[config.mk]
export PLATFORM = sky130hd
export DESIGN_NAME = sicm_top
export DESIGN_NICKNAME = d
export VERILOG_FILES = /design/src/pkg/sicm_pkg.sv /design/src/hdl/sicm_sync.sv /design/src/hdl/sicm_top.sv
export SDC_FILE = /design/constraint.sdc
export NUM_CORES = 1
export LEC_CHECK = 0
export BUFFER_PORTS_ARGS = -buffer_cell sky130_fd_sc_hd__buf_2
export CAP_MARGIN = 10
export CORE_MARGIN = 2
export CORE_UTILIZATION = 51
export DETAILED_ROUTE_END_ITERATION = 10
export GPL_TIMING_DRIVEN = 0
export PLACE_DENSITY_LB_ADDON = 0.12
export REMOVE_ABC_BUFFERS = 1
export SYNTH_ARGS = -nofsm -noshare
export SYNTH_HDL_FRONTEND = slang
export SYNTH_SLANG_ARGS = --single-unit
[constraint.sdc]
create_clock -name pclk -period 3.14 [get_ports pclk]
set_input_delay 0.157 -clock pclk [delete_from_list [all_inputs] [get_ports pclk]]
set_output_delay 0.157 -clock pclk [all_outputs]
set_load 0.005 [all_outputs]
[src/pkg/sicm_pkg.sv]
// Package: register map, field layout, timing and types of the idle clock block
package sicm_pkg;

  // ==========================================================================
  // Register indices (byte address is four times the index)
  localparam logic [11:0] IDX_TIMER_ONE_CONTROL = 12'hfcd;
  localparam logic [11:0] IDX_OSCILLATOR_CONTROL = 12'hfd3;
  localparam logic [15:0] ADDR_TIMER_ONE_CONTROL =
    {2'h0, IDX_TIMER_ONE_CONTROL, 2'h0};
  localparam logic [15:0] ADDR_OSCILLATOR_CONTROL =
    {2'h0, IDX_OSCILLATOR_CONTROL, 2'h0};

  // ==========================================================================
  // Field positions
  localparam int OSC_IDLE_ENABLE_BIT = 7;
  localparam int OSC_STARTUP_DONE_BIT = 3;
  localparam int OSC_SELECT_LSB = 0;
  localparam int TMR_RUNNING_BIT = 6;
  localparam int TMR_OSC_ENABLE_BIT = 3;

  // Bits that software may write; the rest are status or read as zero
  localparam logic [7:0] OSC_WRITE_MASK = 8'hf3;
  localparam logic [7:0] TMR_WRITE_MASK = 8'hbf;

  // Select code naming the secondary oscillator; an implementation constant
  localparam logic [1:0] SEL_SECONDARY = 2'h1;

  // ==========================================================================
  // Reset values
  localparam logic [7:0] OSC_RESET = 8'h00;
  localparam logic [7:0] TMR_RESET = 8'h00;

  // ==========================================================================
  // Timing
  localparam int PCLK_PERIOD_NS = 50;
  localparam int WAKE_DELAY_NS = 1000;
  localparam int WAKE_CYCLES =
    (WAKE_DELAY_NS + PCLK_PERIOD_NS - 1) / PCLK_PERIOD_NS;

  // ==========================================================================
  // Types
  typedef enum logic [2:0] {
    ST_RUN_PRIMARY = 3'b000,
    ST_TO_SECONDARY = 3'b001,
    ST_WAIT_SECONDARY = 3'b010,
    ST_SECONDARY_IDLE = 3'b011,
    ST_WAKE_DELAY = 3'b100,
    ST_SECONDARY_RUN = 3'b101,
    ST_TO_PRIMARY = 3'b110
  } sicm_mode_t;

  typedef struct packed {
    logic        cpu_clk_en;
    logic        periph_clk_en;
    logic        sys_clk_sel;
    logic        primary_osc_en;
    logic        secondary_osc_en;
  } sicm_clk_t;

  typedef struct packed {
    logic        pready;
    logic        pslverr;
    logic [31:0] prdata;
  } sicm_apb_rsp_t;

endpackage

[src/hdl/sicm_sync.sv]
// Two-stage synchroniser for oscillator status pins
`timescale 1ns/1ps
`default_nettype none

module sicm_sync #(
  parameter int WIDTH = 2
) (
  // Clock and reset
  input  wire logic             pclk,
  input  wire logic             presetn,
  // Asynchronous in, synchronous out
  input  wire logic [WIDTH-1:0] async_in,
  output logic      [WIDTH-1:0] sync_out
);

  typedef struct packed {
    logic [WIDTH-1:0] stage1;
    logic [WIDTH-1:0] stage2;
  } sicm_sync_state_t;

  sicm_sync_state_t s;
  sicm_sync_state_t next_s;

  generate
    if (WIDTH < 1) begin : g_bad_width
      $error("sicm_sync width must be at least one");
    end
  endgenerate

  // ==========================================================================
  // Stage one is read only by stage two
  always_comb begin
    next_s.stage1 = async_in;
    next_s.stage2 = s.stage1;
  end

  always_ff @(posedge pclk or negedge presetn) begin
    if (!presetn) begin
      s <= '0;
    end else begin
      s <= next_s;
    end
  end

  assign sync_out = s.stage2;

endmodule

`default_nettype wire

[src/hdl/sicm_top.sv]
// Secondary-oscillator idle clock control with APB register access
//
// The implementer's own choice: the APB slave port.
`timescale 1ns/1ps
`default_nettype none

// Notes on behaviour
// - Idle: CPU clock off, peripherals on secondary
// - Switch to secondary: primary off, flags updated
// - Sleep ignored when secondary oscillator disabled
// - Peripheral clocks wait for secondary oscillator
// - Wake: fixed delay, then CPU on secondary
// - Stay secondary run until primary ready
// - Primary ready: switch back automatically
// - Switchback: running flag clear, startup set
// - Wake leaves idle bit and select alone
// - Secondary oscillator keeps running after wake
module sicm_top #(
  parameter int WAKE_CYCLES = sicm_pkg::WAKE_CYCLES
) (
  // Clock and reset
  input  wire logic        pclk,
  input  wire logic        presetn,
  // APB slave
  input  wire logic        psel,
  input  wire logic        penable,
  input  wire logic        pwrite,
  input  wire logic [15:0] paddr,
  input  wire logic [31:0] pwdata,
  output logic      [31:0] prdata,
  output logic             pready,
  output logic             pslverr,
  // Core events
  input  wire logic        sleep_req,
  input  wire logic        wake_req,
  // Oscillator status pins
  input  wire logic        primary_ready,
  input  wire logic        secondary_running,
  // Clock control
  output logic             cpu_clk_en,
  output logic             periph_clk_en,
  output logic             sys_clk_sel,
  output logic             primary_osc_en,
  output logic             secondary_osc_en,
  output logic [2:0]       mode
);

  localparam int CNT_W = 8;

  generate
    if (WAKE_CYCLES < 1 || WAKE_CYCLES > 255) begin : g_bad_wake
      $error("sicm_top WAKE_CYCLES must lie in 1..255");
    end
  endgenerate

  typedef struct packed {
    sicm_pkg::sicm_mode_t    state;
    logic [CNT_W-1:0]        count;
    logic [7:0]              osc_ctl;
    logic [7:0]              tmr_ctl;
    logic                    startup_done;
    logic                    sec_clk_running;
    sicm_pkg::sicm_clk_t     clk;
    sicm_pkg::sicm_apb_rsp_t rsp;
  } sicm_state_t;

  sicm_state_t s;
  sicm_state_t next_s;

  logic [1:0] pins_sync;
  logic       pri_ready_s;
  logic       sec_running_s;

  // ==========================================================================
  // Pin synchronisers
  sicm_sync #(
    .WIDTH (2)
  ) u_sync (
    .pclk     (pclk),
    .presetn  (presetn),
    .async_in ({primary_ready, secondary_running}),
    .sync_out (pins_sync)
  );

  assign pri_ready_s   = pins_sync[1];
  assign sec_running_s = pins_sync[0];

  // ==========================================================================
  // Decode
  logic       apb_access;
  logic       apb_commit;
  logic       hit_osc;
  logic       hit_tmr;
  logic       idle_enable_bit;
  logic [1:0] clock_select_field;
  logic       sec_osc_enable;
  logic       entry_ok;

  assign apb_access = psel && penable && !s.rsp.pready;
  assign apb_commit = psel && penable && s.rsp.pready;
  assign hit_osc = (paddr == sicm_pkg::ADDR_OSCILLATOR_CONTROL);
  assign hit_tmr = (paddr == sicm_pkg::ADDR_TIMER_ONE_CONTROL);
  assign idle_enable_bit = s.osc_ctl[sicm_pkg::OSC_IDLE_ENABLE_BIT];
  assign clock_select_field = s.osc_ctl[sicm_pkg::OSC_SELECT_LSB +: 2];
  assign sec_osc_enable = s.tmr_ctl[sicm_pkg::TMR_OSC_ENABLE_BIT];
  // Entry needs idle bit, select code and enabled oscillator
  assign entry_ok = idle_enable_bit && sec_osc_enable &&
                    (clock_select_field ==
                     sicm_pkg::SEL_SECONDARY);

  // ==========================================================================
  // Next state
  always_comb begin
    next_s = s;

    // APB: answer in the access cycle's following edge
    next_s.rsp.pready = 1'b0;
    next_s.rsp.pslverr = 1'b0;
    if (apb_access) begin
      next_s.rsp.pready = 1'b1;
      next_s.rsp.pslverr = !(hit_osc || hit_tmr);
      next_s.rsp.prdata = 32'h0000_0000;
      if (hit_osc) begin
        next_s.rsp.prdata[7:0] = s.osc_ctl;
        next_s.rsp.prdata[sicm_pkg::OSC_STARTUP_DONE_BIT] = s.startup_done;
      end else if (hit_tmr) begin
        next_s.rsp.prdata[7:0] = s.tmr_ctl;
        next_s.rsp.prdata[sicm_pkg::TMR_RUNNING_BIT] = s.sec_clk_running;
      end
    end
    // Write lands on the edge that completes the transfer
    if (apb_commit && pwrite) begin
      if (hit_osc) begin
        next_s.osc_ctl = pwdata[7:0] & sicm_pkg::OSC_WRITE_MASK;
      end else if (hit_tmr) begin
        next_s.tmr_ctl = pwdata[7:0] & sicm_pkg::TMR_WRITE_MASK;
      end
    end

    // Mode sequencer; wake touches no control register
    case (s.state)
      sicm_pkg::ST_RUN_PRIMARY: begin
        // Sleep without the enabled oscillator is dropped
        if (sleep_req && entry_ok) begin
          next_s.state = sicm_pkg::ST_TO_SECONDARY;
          next_s.clk.primary_osc_en = 1'b0;
          next_s.startup_done = 1'b0;
          next_s.sec_clk_running = 1'b1;
        end
      end
      sicm_pkg::ST_TO_SECONDARY: begin
        if (sec_running_s) begin
          next_s.state = sicm_pkg::ST_SECONDARY_IDLE;
        end else begin
          next_s.state = sicm_pkg::ST_WAIT_SECONDARY;
        end
      end
      sicm_pkg::ST_WAIT_SECONDARY: begin
        // Unstable early oscillation is not filtered here
        if (sec_running_s) begin
          next_s.state = sicm_pkg::ST_SECONDARY_IDLE;
        end
      end
      sicm_pkg::ST_SECONDARY_IDLE: begin
        if (wake_req) begin
          next_s.state = sicm_pkg::ST_WAKE_DELAY;
          next_s.count = CNT_W'(WAKE_CYCLES - 1);
          next_s.clk.primary_osc_en = 1'b1;
        end
      end
      sicm_pkg::ST_WAKE_DELAY: begin
        if (s.count == '0) begin
          next_s.state = sicm_pkg::ST_SECONDARY_RUN;
        end else begin
          next_s.count = s.count - 1'b1;
        end
      end
      sicm_pkg::ST_SECONDARY_RUN: begin
        // Primary ready only counts once the CPU is running
        if (pri_ready_s) begin
          next_s.state = sicm_pkg::ST_TO_PRIMARY;
        end
      end
      sicm_pkg::ST_TO_PRIMARY: begin
        next_s.state = sicm_pkg::ST_RUN_PRIMARY;
        next_s.sec_clk_running = 1'b0;
        next_s.startup_done = 1'b1;
      end
      default: begin
        next_s.state = sicm_pkg::ST_RUN_PRIMARY;
      end
    endcase

    // Gate enables follow the next mode; select changes only with both off
    case (next_s.state)
      sicm_pkg::ST_RUN_PRIMARY: begin
        next_s.clk.cpu_clk_en = 1'b1;
        next_s.clk.periph_clk_en = 1'b1;
        next_s.clk.sys_clk_sel = 1'b0;
      end
      sicm_pkg::ST_TO_SECONDARY, sicm_pkg::ST_WAIT_SECONDARY: begin
        next_s.clk.cpu_clk_en = 1'b0;
        next_s.clk.periph_clk_en = 1'b0;
        next_s.clk.sys_clk_sel = 1'b1;
      end
      sicm_pkg::ST_SECONDARY_IDLE, sicm_pkg::ST_WAKE_DELAY: begin
        next_s.clk.cpu_clk_en = 1'b0;
        next_s.clk.periph_clk_en = 1'b1;
        next_s.clk.sys_clk_sel = 1'b1;
      end
      sicm_pkg::ST_SECONDARY_RUN: begin
        next_s.clk.cpu_clk_en = 1'b1;
        next_s.clk.periph_clk_en = 1'b1;
        next_s.clk.sys_clk_sel = 1'b1;
      end
      sicm_pkg::ST_TO_PRIMARY: begin
        next_s.clk.cpu_clk_en = 1'b0;
        next_s.clk.periph_clk_en = 1'b0;
        next_s.clk.sys_clk_sel = 1'b0;
      end
      default: begin
        next_s.clk.cpu_clk_en = 1'b0;
        next_s.clk.periph_clk_en = 1'b0;
        next_s.clk.sys_clk_sel = 1'b0;
      end
    endcase

    // Oscillator enable is software's alone, never dropped by wake
    next_s.clk.secondary_osc_en =
      next_s.tmr_ctl[sicm_pkg::TMR_OSC_ENABLE_BIT];
  end

  // ==========================================================================
  // State register
  always_ff @(posedge pclk or negedge presetn) begin
    if (!presetn) begin
      s.state <= sicm_pkg::ST_RUN_PRIMARY;
      s.count <= '0;
      s.osc_ctl <= sicm_pkg::OSC_RESET;
      s.tmr_ctl <= sicm_pkg::TMR_RESET;
      s.startup_done <= 1'b1;
      s.sec_clk_running <= 1'b0;
      s.clk <= '{cpu_clk_en: 1'b1, periph_clk_en: 1'b1, sys_clk_sel: 1'b0,
                 primary_osc_en: 1'b1, secondary_osc_en: 1'b0};
      s.rsp <= '0;
    end else begin
      s <= next_s;
    end
  end

  assign prdata = s.rsp.prdata;
  assign pready = s.rsp.pready;
  assign pslverr = s.rsp.pslverr;
  assign cpu_clk_en = s.clk.cpu_clk_en;
  assign periph_clk_en = s.clk.periph_clk_en;
  assign sys_clk_sel = s.clk.sys_clk_sel;
  assign primary_osc_en = s.clk.primary_osc_en;
  assign secondary_osc_en = s.clk.secondary_osc_en;
  assign mode = s.state;

  // ==========================================================================
  // Assertions
  localparam int WAKE_BOUND = WAKE_CYCLES + 1;
endmodule

`default_nettype wire

Word-level counts from Yosys, hierarchy flattened. Cells that the tools add are included.

Flip-flop bits (word level): 44. Input port bits: 57. Output and inout bits: 42. Word-level logic and storage cells: 76.

Add/sub/neg operators: 1. Equal/unequal tests: 17. Multiplexer cells: 18. Bitwise logic cells: 1. Reductions and logical operators: 23.

Operators by type and width (number): 34-bit two-way mux (1); 16-bit by 14-bit == test with 1-bit output (second input constant) (2); 8-bit two-way mux (3); 3-bit one-hot mux with 6 select lines (1); 8-bit one-hot mux with 2 select lines (1); 3-bit == test (second input constant) (5); 3-bit by 2-bit == test with 1-bit output (second input constant) (4); 3-bit two-way mux (4); 3-bit one-hot mux with 4 select lines (1); 11-bit two-way mux (1); 3-bit AND reduction (3); 8-bit zero test (1); 8-bit by 1-bit subtractor with 8-bit output (second input constant) (1); 1-bit logical AND (7); 3-bit by 1-bit == test with 1-bit output (second input constant) (2); 3-bit zero test (2); 2-bit != test (second input constant) (3); 2-bit nonzero test (3); 2-bit one-hot mux with 2 select lines (1); 2-bit AND reduction (2); 2-bit OR reduction (2); 1-bit two-way mux (3); 2-bit by 1-bit == test with 1-bit output (second input constant) (1); 1-bit zero test (2); other kinds (4) (4).

Longest topological paths before layout. Gate-level depths: netlist of the first run.

Word-level depth: 8. Depth in mapped cells: 6. Depth with buffers taken out: 6.

Modules after synthesis. Synthesis of the first run repeated with hierarchy kept, for this count alone.

Cells, all modules: 205. Area, all modules: 2232.1 µm².

Modules (own cells, without submodules): sicm_top (times used 1, cells each 201, area each 2132.0 µm², seq. area each 1006.0 µm²); sicm_sync (times used 1, cells each 4, area each 100.1 µm², seq. area each 100.1 µm²).

Least setup slack after synthesis of the first run. Ideal clock, no wire load.

Path type: register to register. From: register s, in the netlist mode[2]. To: register s[62] (netlist bit). Library setup time: 0.078 ns. Arrival: 1.868 ns. Required time: 3.062 ns. Path slack: 1.194 ns. Cell stages (with the launch flop): 6. Buffers on the path: 1. Period minus slack after synthesis: 1.946 ns. Path through: dfrtp_1 -> buf_6 -> or3b_4 -> or4_4 -> or4b_1 -> a21oi_1.

Cells in the longest elaborated chain, start to end: 3. Elaborated cells between the ends (all ways): 7. Classes of those cells: eq/ne (4); mux (1); reduce/logical (2).

RTL lines: from (decl) (line sicm_top.sv:67) `sicm_state_t s;`; from (signal assigned) (line sicm_top.sv:247) `s <= next_s;`; 3-bit == test or 3-bit by 2-bit == test with 1-bit output (tied branches) (line sicm_top.sv:141) `case (s.state)`; 2-bit != test (no source line) or 2-bit nonzero test (tied branches); 3-bit AND reduction (no source line).

Parallel ways exist; a longest one is shown, timed or not. A chain may end at the register's enable or synchronous reset.

Worst setup path after layout of the first run.
From: register s, in the netlist mode[0]. To: register s[62] (netlist bit).

Same word-level chain as after synthesis.

==> summary.txt, run 1 <==
outcome -> finished clean
Seq/Total Area, Yosys -> 48.8%
largest net degree at the start of global routing -> 45
gpl congestion -> 0.755
hold crit path type -> input port to asynchronous set/reset pin
multi-input gate area in the final layout -> 937 um^2
VDD IR max -> 0.351 mV
Setup crit start kind -> register
fmax -> 455 MHz
vias in the first global route -> 1495
Core ar. -> 4320 um^2
most common cell after layout, fill and taps aside -> buf_2
CP Max Fanout -> 16
Layout area overhead -> 11.5%
Synth Register Bits -> 44
DR vias/cell -> 5.27
# port buffers -> 50
H-tree depth -> 2
die footprint -> 4990 um^2
prevailing post-synth register cell -> dfrtp_1
worst skew pair latency -> 300 ps
Synth Cell Area -> 2270 um^2
final wirelength -> 4.17 mm
Worst path slowest cell -> dfrtp_1
unrepaired setup endpoints after global routing -> no
CP peak stage delay -> 560 ps
fill cell count -> 401
Synth cell types -> 44
endpoints failing setup -> 0
WL/cell -> 13.3 um
Slew @ Worst Pin -> 973 ps
Num CTS Buffers -> 5
crit path kind -> register to register
Tmin final -> 2200 ps
drc violations -> 0
initial antenna violation count -> 0
clk sink count -> 44
Setup TNS -> 0 ps
GRT Overall Usage -> 17.3%
DR vias -> 1655
Post-synth EDFFs -> 0
slew margin rel. -> 34.2%
CTS tree -> yes
starting density of the core -> 52.4%
die width -> 70.7 um
n_diodes -> 0
worst clock skew -> 11.0 ps
CTS hold repair buffers -> 2
post-synthesis async set-or-reset flop share -> 100%
setup bufs post-CTS -> 0
Worst-path clk slew -> 80 ps
first-pass GRT wire length -> 6.80 mm
Root Driver -> clkbuf_8
maxcap violations -> 0
global route total overflow -> 0
maximum clock insertion buffer count -> 2
Die Ht -> 70.7 um
final core occ -> 58.4%
Synth Instances -> 219
worst path required time -> 3360 ps
period utilization -> 70.1%
CP Cell Sequence -> or3b_4, or4_4, or4b_1, a21oi_1
pwr dens -> 426 nW/um^2
Hold Vio Cnt, Final -> 0
Avg Inst Size Synth -> 10.3 um^2
Pleak -> 1.22 nW
post-cts repair resize count -> 0
Slew Limit Fails -> 0
Worst Setup End Kind -> register
CP Data Arrival Time -> 2420 ps
Ys Warns -> 0
Ports -> 99
layout cells sized above 1 -> 32.4%
Starting DRT DRC Count -> 70
most frequent cells in the layout -> 51 x buf_2, 40 x dfrtp_1, 24 x conb_1, 19 x nand2_1
row count -> 24
Post-DP HPWL -> 2.97 mm
sequential cell area -> 1110 um^2
Reg2Reg Depth -> 4
drt first pass iters -> 4
nets -> 320
Routed Antenna Nets -> 0
## per-layer routing
layer	share of wire, %	routed length [um]	GRT usage [%]
met1	43	1810	22.0
met2	50	2070	28.9
met3	4.5	188	3.42
met4	2.3	95	7.55
met5	0	0	0
## registers in the layout, summed over array words and instances, names as in the netlist, 2 cells and up
| signal | count |
|---|---|
| u_sync.next_s | 2 |
| clock_select_field | 2 |
| u_sync.sync_out | 2 |
| mode | 3 |
| prdata | 8 |
| s | 20 |
## cell usage after synthesis (2+ instances only)
master	instances	share of area, %
a31oi_1	4	1.1
nor3_1	4	0.88
nor3b_1	2	0.66
o22ai_1	3	0.83
or2_2	2	0.55
nand2_1	19	3.1
o31ai_1	2	0.66
dfrtp_1	40	44
clkbuf_1	5	0.83
o21ai_0	14	3.1
nand4_1	2	0.55
ha_1	2	1.1
nor4bb_1	2	0.88
buf_4	35	12
nor4_1	2	0.55
mux2_2	14	7.0
nor2_1	12	2.0
inv_1	6	0.99
a22oi_1	7	2.3
a21oi_1	11	2.4
nand3_1	3	0.66
dfstp_2	4	4.6
o21a_1	2	0.66
or4b_2	2	0.88
## cell type report
cell class	instances	area share, %
flip-flops and latches	44	43.8
multi-input cells	151	37.1
repair buffers	53	10.9
clock buffers	6	3.27
well taps	52	2.57
clock inverters	2	1.53
inverters	6	0.891
## through the flow
| stage | total power, mW | std cells | hold slack, ps | instance area, um^2 | setup WS [ps] |
|---|---|---|---|---|---|
| 2_1_floorplan | 0.598 | 201 | -139 | 2060 | 1100 |
| 5_1_grt | 1.12 | 314 | 76.3 | 2530 | 853 |
| 3_3_place_gp | 0.634 | 303 | 266 | 2370 | 469 |
| 4_1_cts | 1.09 | 314 | 39.3 | 2530 | 942 |
| 6_report | 1.08 | 314 | 12.0 | 2530 | 940 |
| 3_5_place_dp | 0.635 | 304 | 266 | 2390 | 974 |
## worst max-delay path, delay by kind of cell, from the launching register on
family / cells / cell delay [ps]
and+or+nand+nor: 3 / 1420
AOI/OAI and AO/OA: 1 / 150
DFF: 1 / 560
## cells by family after synthesis
kind of cell               count (synthesis)  share of synthesized area (%)
AOI/OAI and AO/OA                         47                           12.7
xor gates and xnor gates                   1                          0.387
buffers and inverters                     47                           13.9
and+or+nand+nor                           62                           15.5
other                                      1                          0.165
adders and majority gates                  2                           1.10
DFF                                       44                           48.8
muxes                                     15                           7.40
## power breakdown
| part | switching (mW) | total (mW) | leakage (nW) | internal (mW) |
|---|---|---|---|---|
| Clock | 0.191 | 0.451 | 0.0614 | 0.260 |
| Sequential | 0.00196 | 0.572 | 0.559 | 0.570 |
| Combinational | 0.0319 | 0.0533 | 0.601 | 0.0214 |
## final timing paths
| kind | start | slack [ps] | endpoint |
|---|---|---|---|
| setup / recovery | mode[0] | 940 | s[62] |
| hold / removal | presetn | 10 | s[60] |
| setup reg to reg | mode[0] | 940 | s[62] |
| hold reg to reg | u_sync.next_s[1] | 350 | u_sync.sync_out[1] |
| max in group asynchronous | presetn | 2530 | pready |
| min in group pclk | pwdata[2] | 90 | s[43] |
Note: power is estimated with default switching activity, not from simulation.
==> run 2, diff against run 1 <==
--- a/config.mk
+++ b/config.mk
@@ -8,7 +8,7 @@
 export BUFFER_PORTS_ARGS = -buffer_cell sky130_fd_sc_hd__buf_2
 export CAP_MARGIN = 10
 export CORE_MARGIN = 2
-export CORE_UTILIZATION = 51
+export CORE_UTILIZATION = 47
 export DETAILED_ROUTE_END_ITERATION = 10
 export GPL_TIMING_DRIVEN = 0
 export PLACE_DENSITY_LB_ADDON = 0.12
==> constraint.sdc (replaced) <==
create_clock -name pclk -period 2.3 [get_ports pclk]
set_input_delay 0.115 -clock pclk [delete_from_list [all_inputs] [get_ports pclk]]
set_output_delay 0.115 -clock pclk [all_outputs]
set_load 0.005 [all_outputs]
==> run 2 against run 1 <==
Effect of this change:
- the flow now finishes with violations (hold timing)
- core utilization fell by 5.4 points
- sequential share of layout area rose by 0.68 points
- non-clock buffer count did not move
- setup slack got worse by 820 ps
- critical path type unchanged
- largest power group unchanged
==> summary.txt, run 2 (synthesis results as in run 1) <==
maximum clock insertion buffer count -> 2
outcome -> finished with violations
n_diodes -> 0
Pwr Total -> 1.31 mW
gpl congestion -> 0.781
layout cells sized above 1 -> 31.3%
worst skew pair latency -> 290 ps
Worst setup startpoint -> mode[0]
Slew Limit Fails -> 0
most common cell after layout, fill and taps aside -> buf_2
vias in the first global route -> 1532
RR Endpoint -> s[62]
largest net degree at the start of global routing -> 45
die footprint -> 5390 um^2
CTS tree -> yes
hold crit path type -> input port to asynchronous set/reset pin
Routed Antenna Nets -> 0
global route total overflow -> 0
unrepaired setup endpoints after global routing -> no
Layout area overhead -> 9.83%
die width -> 73.4 um
CP Data Arrival Time -> 2390 ps
crit path kind -> register to register
DR vias/cell -> 5.19
Die Ht -> 73.4 um
maxcap violations -> 0
Core ar. -> 4690 um^2
Largest Register -> s
slew margin rel. -> 33.3%
Setup crit start kind -> register
worst hold margin -> -36.7 ps
VDD IR max -> 0.277 mV
setup bufs post-CTS -> 0
Slew @ Worst Pin -> 986 ps
Root Driver -> clkbuf_8
Pleak -> 1.20 nW
Worst Setup End Kind -> register
Hold Vio Cnt, Final -> 40
# placed instances -> 306
Num CTS Buffers -> 5
Ports -> 99
WL/cell -> 13.3 um
Reg2Reg Depth -> 4
Post-DP HPWL -> 3.06 mm
# port buffers -> 50
Starting DRT DRC Count -> 34
most frequent cells in the layout -> 51 x buf_2, 40 x dfrtp_1, 24 x conb_1, 19 x nand2_1
violated checks -> hold timing
drt first pass iters -> 4
clk sink count -> 44
worst clock skew -> 3.18 ps
CP Max Fanout -> 16
pwr dens -> 527 nW/um^2
worst reg-to-reg setup slack -> 120 ps
Largest register FFs -> 20
final wirelength -> 4.20 mm
GRT Overall Usage -> 17.2%
worst path required time -> 2510 ps
period utilization -> 94.6%
Setup TNS -> 0 ps
nets -> 320
first-pass GRT wire length -> 7.10 mm
starting density of the core -> 48.3%
endpoints failing setup -> 0
Worst-path clk slew -> 80 ps
Critical Path End -> s[62]
Final Instance Count excl. Fillers -> 316
initial antenna violation count -> 0
Tmin final -> 2180 ps
drc violations -> 0
fmax -> 459 MHz
R2R Path Start -> mode[0]
row count -> 25
H-tree depth -> 2
DR vias -> 1640
==> run 2: cell types whose count changed in the layout (fill, tap and decap cells not counted), sizes merged <==
cell    before  now
clkbuf       6    8
bufinv       1    0
clkinv       1    0
==> run 2: report_power, final <==
group / leakage, nW / switching (mW) / internal [mW] / total, mW
sequential: 0.559 / 0.00287 / 0.779 / 0.781
clock: 0.0395 / 0.243 / 0.216 / 0.459
combinational: 0.601 / 0.0424 / 0.0292 / 0.0716
total: 1.20 / 0.288 / 1.02 / 1.31
==> run 2: how the worst min path moves through the flow <==
stage                  start                     to  slack, ps  depth (start not counted)
2_1_floorplan        presetn  clock_select_field[0]       -180                          0
3_3_place_gp   primary_ready       u_sync.next_s[1]        220                          1
3_5_place_dp   primary_ready       u_sync.next_s[1]        220                          1
4_1_cts              presetn                  s[64]          4                          1
5_1_grt              presetn                  s[64]         40                          1
6_report             presetn                  s[64]        -40                          1
==> run 2: final cells by class <==
type / count / area, um^2
Fill cell: 443 / 2200
Sequential cell: 44 / 1110
Multi-Input combinational cell: 151 / 937
Timing Repair Buffer: 53 / 275
Clock buffer: 8 / 80.1
Tap cell: 54 / 67.6
Inverter: 6 / 22.5
==> run 2: worst max-delay path, stage by stage (launching register included) <==
cell     delay, ps
dfrtp_1        540
or3b_4         480
or4_4          460
or4b_1         480
a21oi_1        150
==> run 2: stage by stage <==
| stage | util (%) | area [um^2] | worst slack [ps] |
|---|---|---|---|
| 3_5_place_dp | 50.9 | 2390 | 142 |
| 2_1_floorplan | - | 2060 | 257 |
| 4_1_cts | 53.0 | 2490 | 124 |
| 3_3_place_gp | 50.7 | 2380 | -328 |
| 6_report | 53.0 | 2490 | 123 |
| 5_1_grt | 53.0 | 2490 | 34.3 |
==> run 2: what timing repair did <==
item                                    CTS  global route
hold endpoints to repair                  2             0
endpoints found under the setup margin    0             0
gates resized for setup                   0             0
hold buffers                              2             0
==> run 2: metal layers <==
metal	track usage, %	wire length, um	vias to the layer above	part of all wire (%)
met5	0	0	-	0
met4	6.26	100	0	2.4
met3	4.53	175	8	4.2
met2	27.6	2080	36	50
met1	22.4	1840	788	44
li1	-	-	808	-
==> run 3, diff against run 2 <==
--- a/config.mk
+++ b/config.mk
@@ -11,7 +11,7 @@
 export CORE_UTILIZATION = 47
 export DETAILED_ROUTE_END_ITERATION = 10
 export GPL_TIMING_DRIVEN = 0
-export PLACE_DENSITY_LB_ADDON = 0.12
+export PLACE_DENSITY_LB_ADDON = 0.3
 export REMOVE_ABC_BUFFERS = 1
 export SYNTH_ARGS = -nofsm -noshare
 export SYNTH_HDL_FRONTEND = slang
==> run 3 against run 2 <==
Effect of this change:
- the run now ends clean
- global-route usage is 2.2 points lower
- routed wire length is 5.8% lower
- first-iteration DRC count grew to 3.1 times the previous value
- non-clock buffer count stayed put
- critical path depth stayed put
- power is 2.1% higher
- maximum frequency is 0.51% lower
- final area is 0.96% higher
- critical endpoint unchanged
==> summary.txt, run 3 (synthesis results as in run 1) <==
unrepaired setup endpoints after global routing -> no
global route total overflow -> 0
nets -> 320
DR vias -> 1612
net switching power -> 0.316 mW
drc violations -> 0
fin worst setup slack -> 112 ps
Die Ht -> 73.4 um
CP Max Fanout -> 16
post-cts repair resize count -> 0
# port buffers -> 50
switching share of power -> 23.6%
largest net degree at the start of global routing -> 45
Starting DRT DRC Count -> 106
setup bufs post-CTS -> 0
slew margin rel. -> 35.8%
Largest Register -> s
worst skew pair latency -> 300 ps
Layout area overhead -> 10.9%
Largest register FFs -> 20
VDD IR max -> 0.254 mV
GRT Overall Usage -> 15.0%
Routed Antenna Nets -> 0
Ports -> 99
clock power share -> 36.3%
die width -> 73.4 um
Worst path slowest cell -> dfrtp_1
worst clock skew -> 8.74 ps
die footprint -> 5390 um^2
worst path required time -> 2530 ps
CTS hold repair buffers -> 3
CTS tree -> yes
Root Driver -> clkbuf_8
Comb pwr share -> 5.4%
endpoints failing setup -> 0
Post-DP HPWL -> 2.85 mm
Slew @ Worst Pin -> 949 ps
CP Data Arrival Time -> 2420 ps
initial antenna violation count -> 0
DR vias/cell -> 5.10
hold crit path type -> input port to register
pre-CTS setup slack -> 144 ps
Hold Vio Cnt, Final -> 0
CP peak stage delay -> 560 ps
drt first pass iters -> 4
CP delay by family, top -> simple AND/OR/NAND/NOR gates
Num CTS Buffers -> 5
vias in the first global route -> 1326
final wirelength -> 3.95 mm
Pleak -> 1.20 nW
Worst-path clk slew -> 90 ps
fmax -> 457 MHz
Buf/Inv on CP -> 0
first-pass GRT wire length -> 6.15 mm
Slew Limit Fails -> 0
gpl congestion -> 0.752
H-tree depth -> 2
Core ar. -> 4690 um^2
CP Cell Sequence -> or3b_4, or4_4, or4b_1, a21oi_1
Setup TNS -> 0 ps
period utilization -> 95.1%
crit path kind -> register to register
clk sink count -> 44
Flop pwr share -> 58.3%
layout cells sized above 1 -> 32.4%
most frequent cells in the layout -> 50 x buf_2, 40 x dfrtp_1, 24 x conb_1, 19 x nand2_1
pwr dens -> 533 nW/um^2
row count -> 25
maxcap violations -> 0
Worst Setup End Kind -> register
outcome -> finished clean
P_int -> 1.02 mW
starting density of the core -> 48.3%
n_diodes -> 0
most common cell after layout, fill and taps aside -> buf_2
WL/cell -> 12.5 um
Tmin final -> 2190 ps
Setup crit start kind -> register
maximum clock insertion buffer count -> 2
-- run 3: power groups by stage --
| stage | Sequential [mW] | Combinational [mW] | Clock [mW] |
|---|---|---|---|
| floorplan | 0.797 | 0.0205 | 0 |
| global placement | 0.797 | 0.0683 | 0 |
| detailed placement | 0.797 | 0.0704 | 0 |
| CTS | 0.782 | 0.0742 | 0.506 |
| global route | 0.783 | 0.0851 | 0.523 |
| finish | 0.782 | 0.0727 | 0.486 |
-- run 3: worst reg2reg max path, stage by stage, from the launching register on --
cell     delay (ps)
dfrtp_1         560
or3b_4          480
or4_4           460
or4b_1          470
a21oi_1         150
-- run 3: final timing paths --
path	startpoint	to	slack [ps]	cells past startpoint
worst max-delay path	mode[0]	s[62]	110	4
worst min-delay path	pwdata[3]	s[44]	40	2
worst max register to register	mode[0]	s[62]	110	4
worst min register to register	u_sync.next_s[1]	u_sync.sync_out[1]	350	0
max in group asynchronous	presetn	prdata[7]	1250	2
min in group asynchronous	presetn	s[41]	490	2
-- run 3: cell type report --
| cell class | count | area, um^2 |
|---|---|---|
| clock inverter | 3 | 23.8 |
| sequential | 44 | 1110 |
| tap | 54 | 67.6 |
| clock buffer | 5 | 68.8 |
| inverter | 6 | 22.5 |
| timing repair buffer | 53 | 280 |
| multi-input combinational | 151 | 943 |
| fill | 433 | 2180 |
-- run 3: stage by stage --
step	instance area [um^2]	power [mW]	std cells	hold slack [ps]	utilization (%)
2_1_floorplan	2060	0.817	201	-181	-
3_3_place_gp	2380	0.865	305	227	50.7
3_5_place_dp	2390	0.867	305	226	50.9
4_1_cts	2510	1.36	316	34.4	53.5
5_1_grt	2510	1.39	316	29.2	53.5
6_report	2510	1.34	316	41.7	53.5
-- run 3: metal layers --
layer  vias to the layer above  wire length (um)  GRT usage (%)  share of wire (%)
li1                        800                 -              -                  -
met1                       757              1920           22.0                 48
met2                        48              1800           21.1                 45
met3                         7               161           2.47                4.1
met4                         0                81           7.88                2.0
met5                         -                 0              0                  0
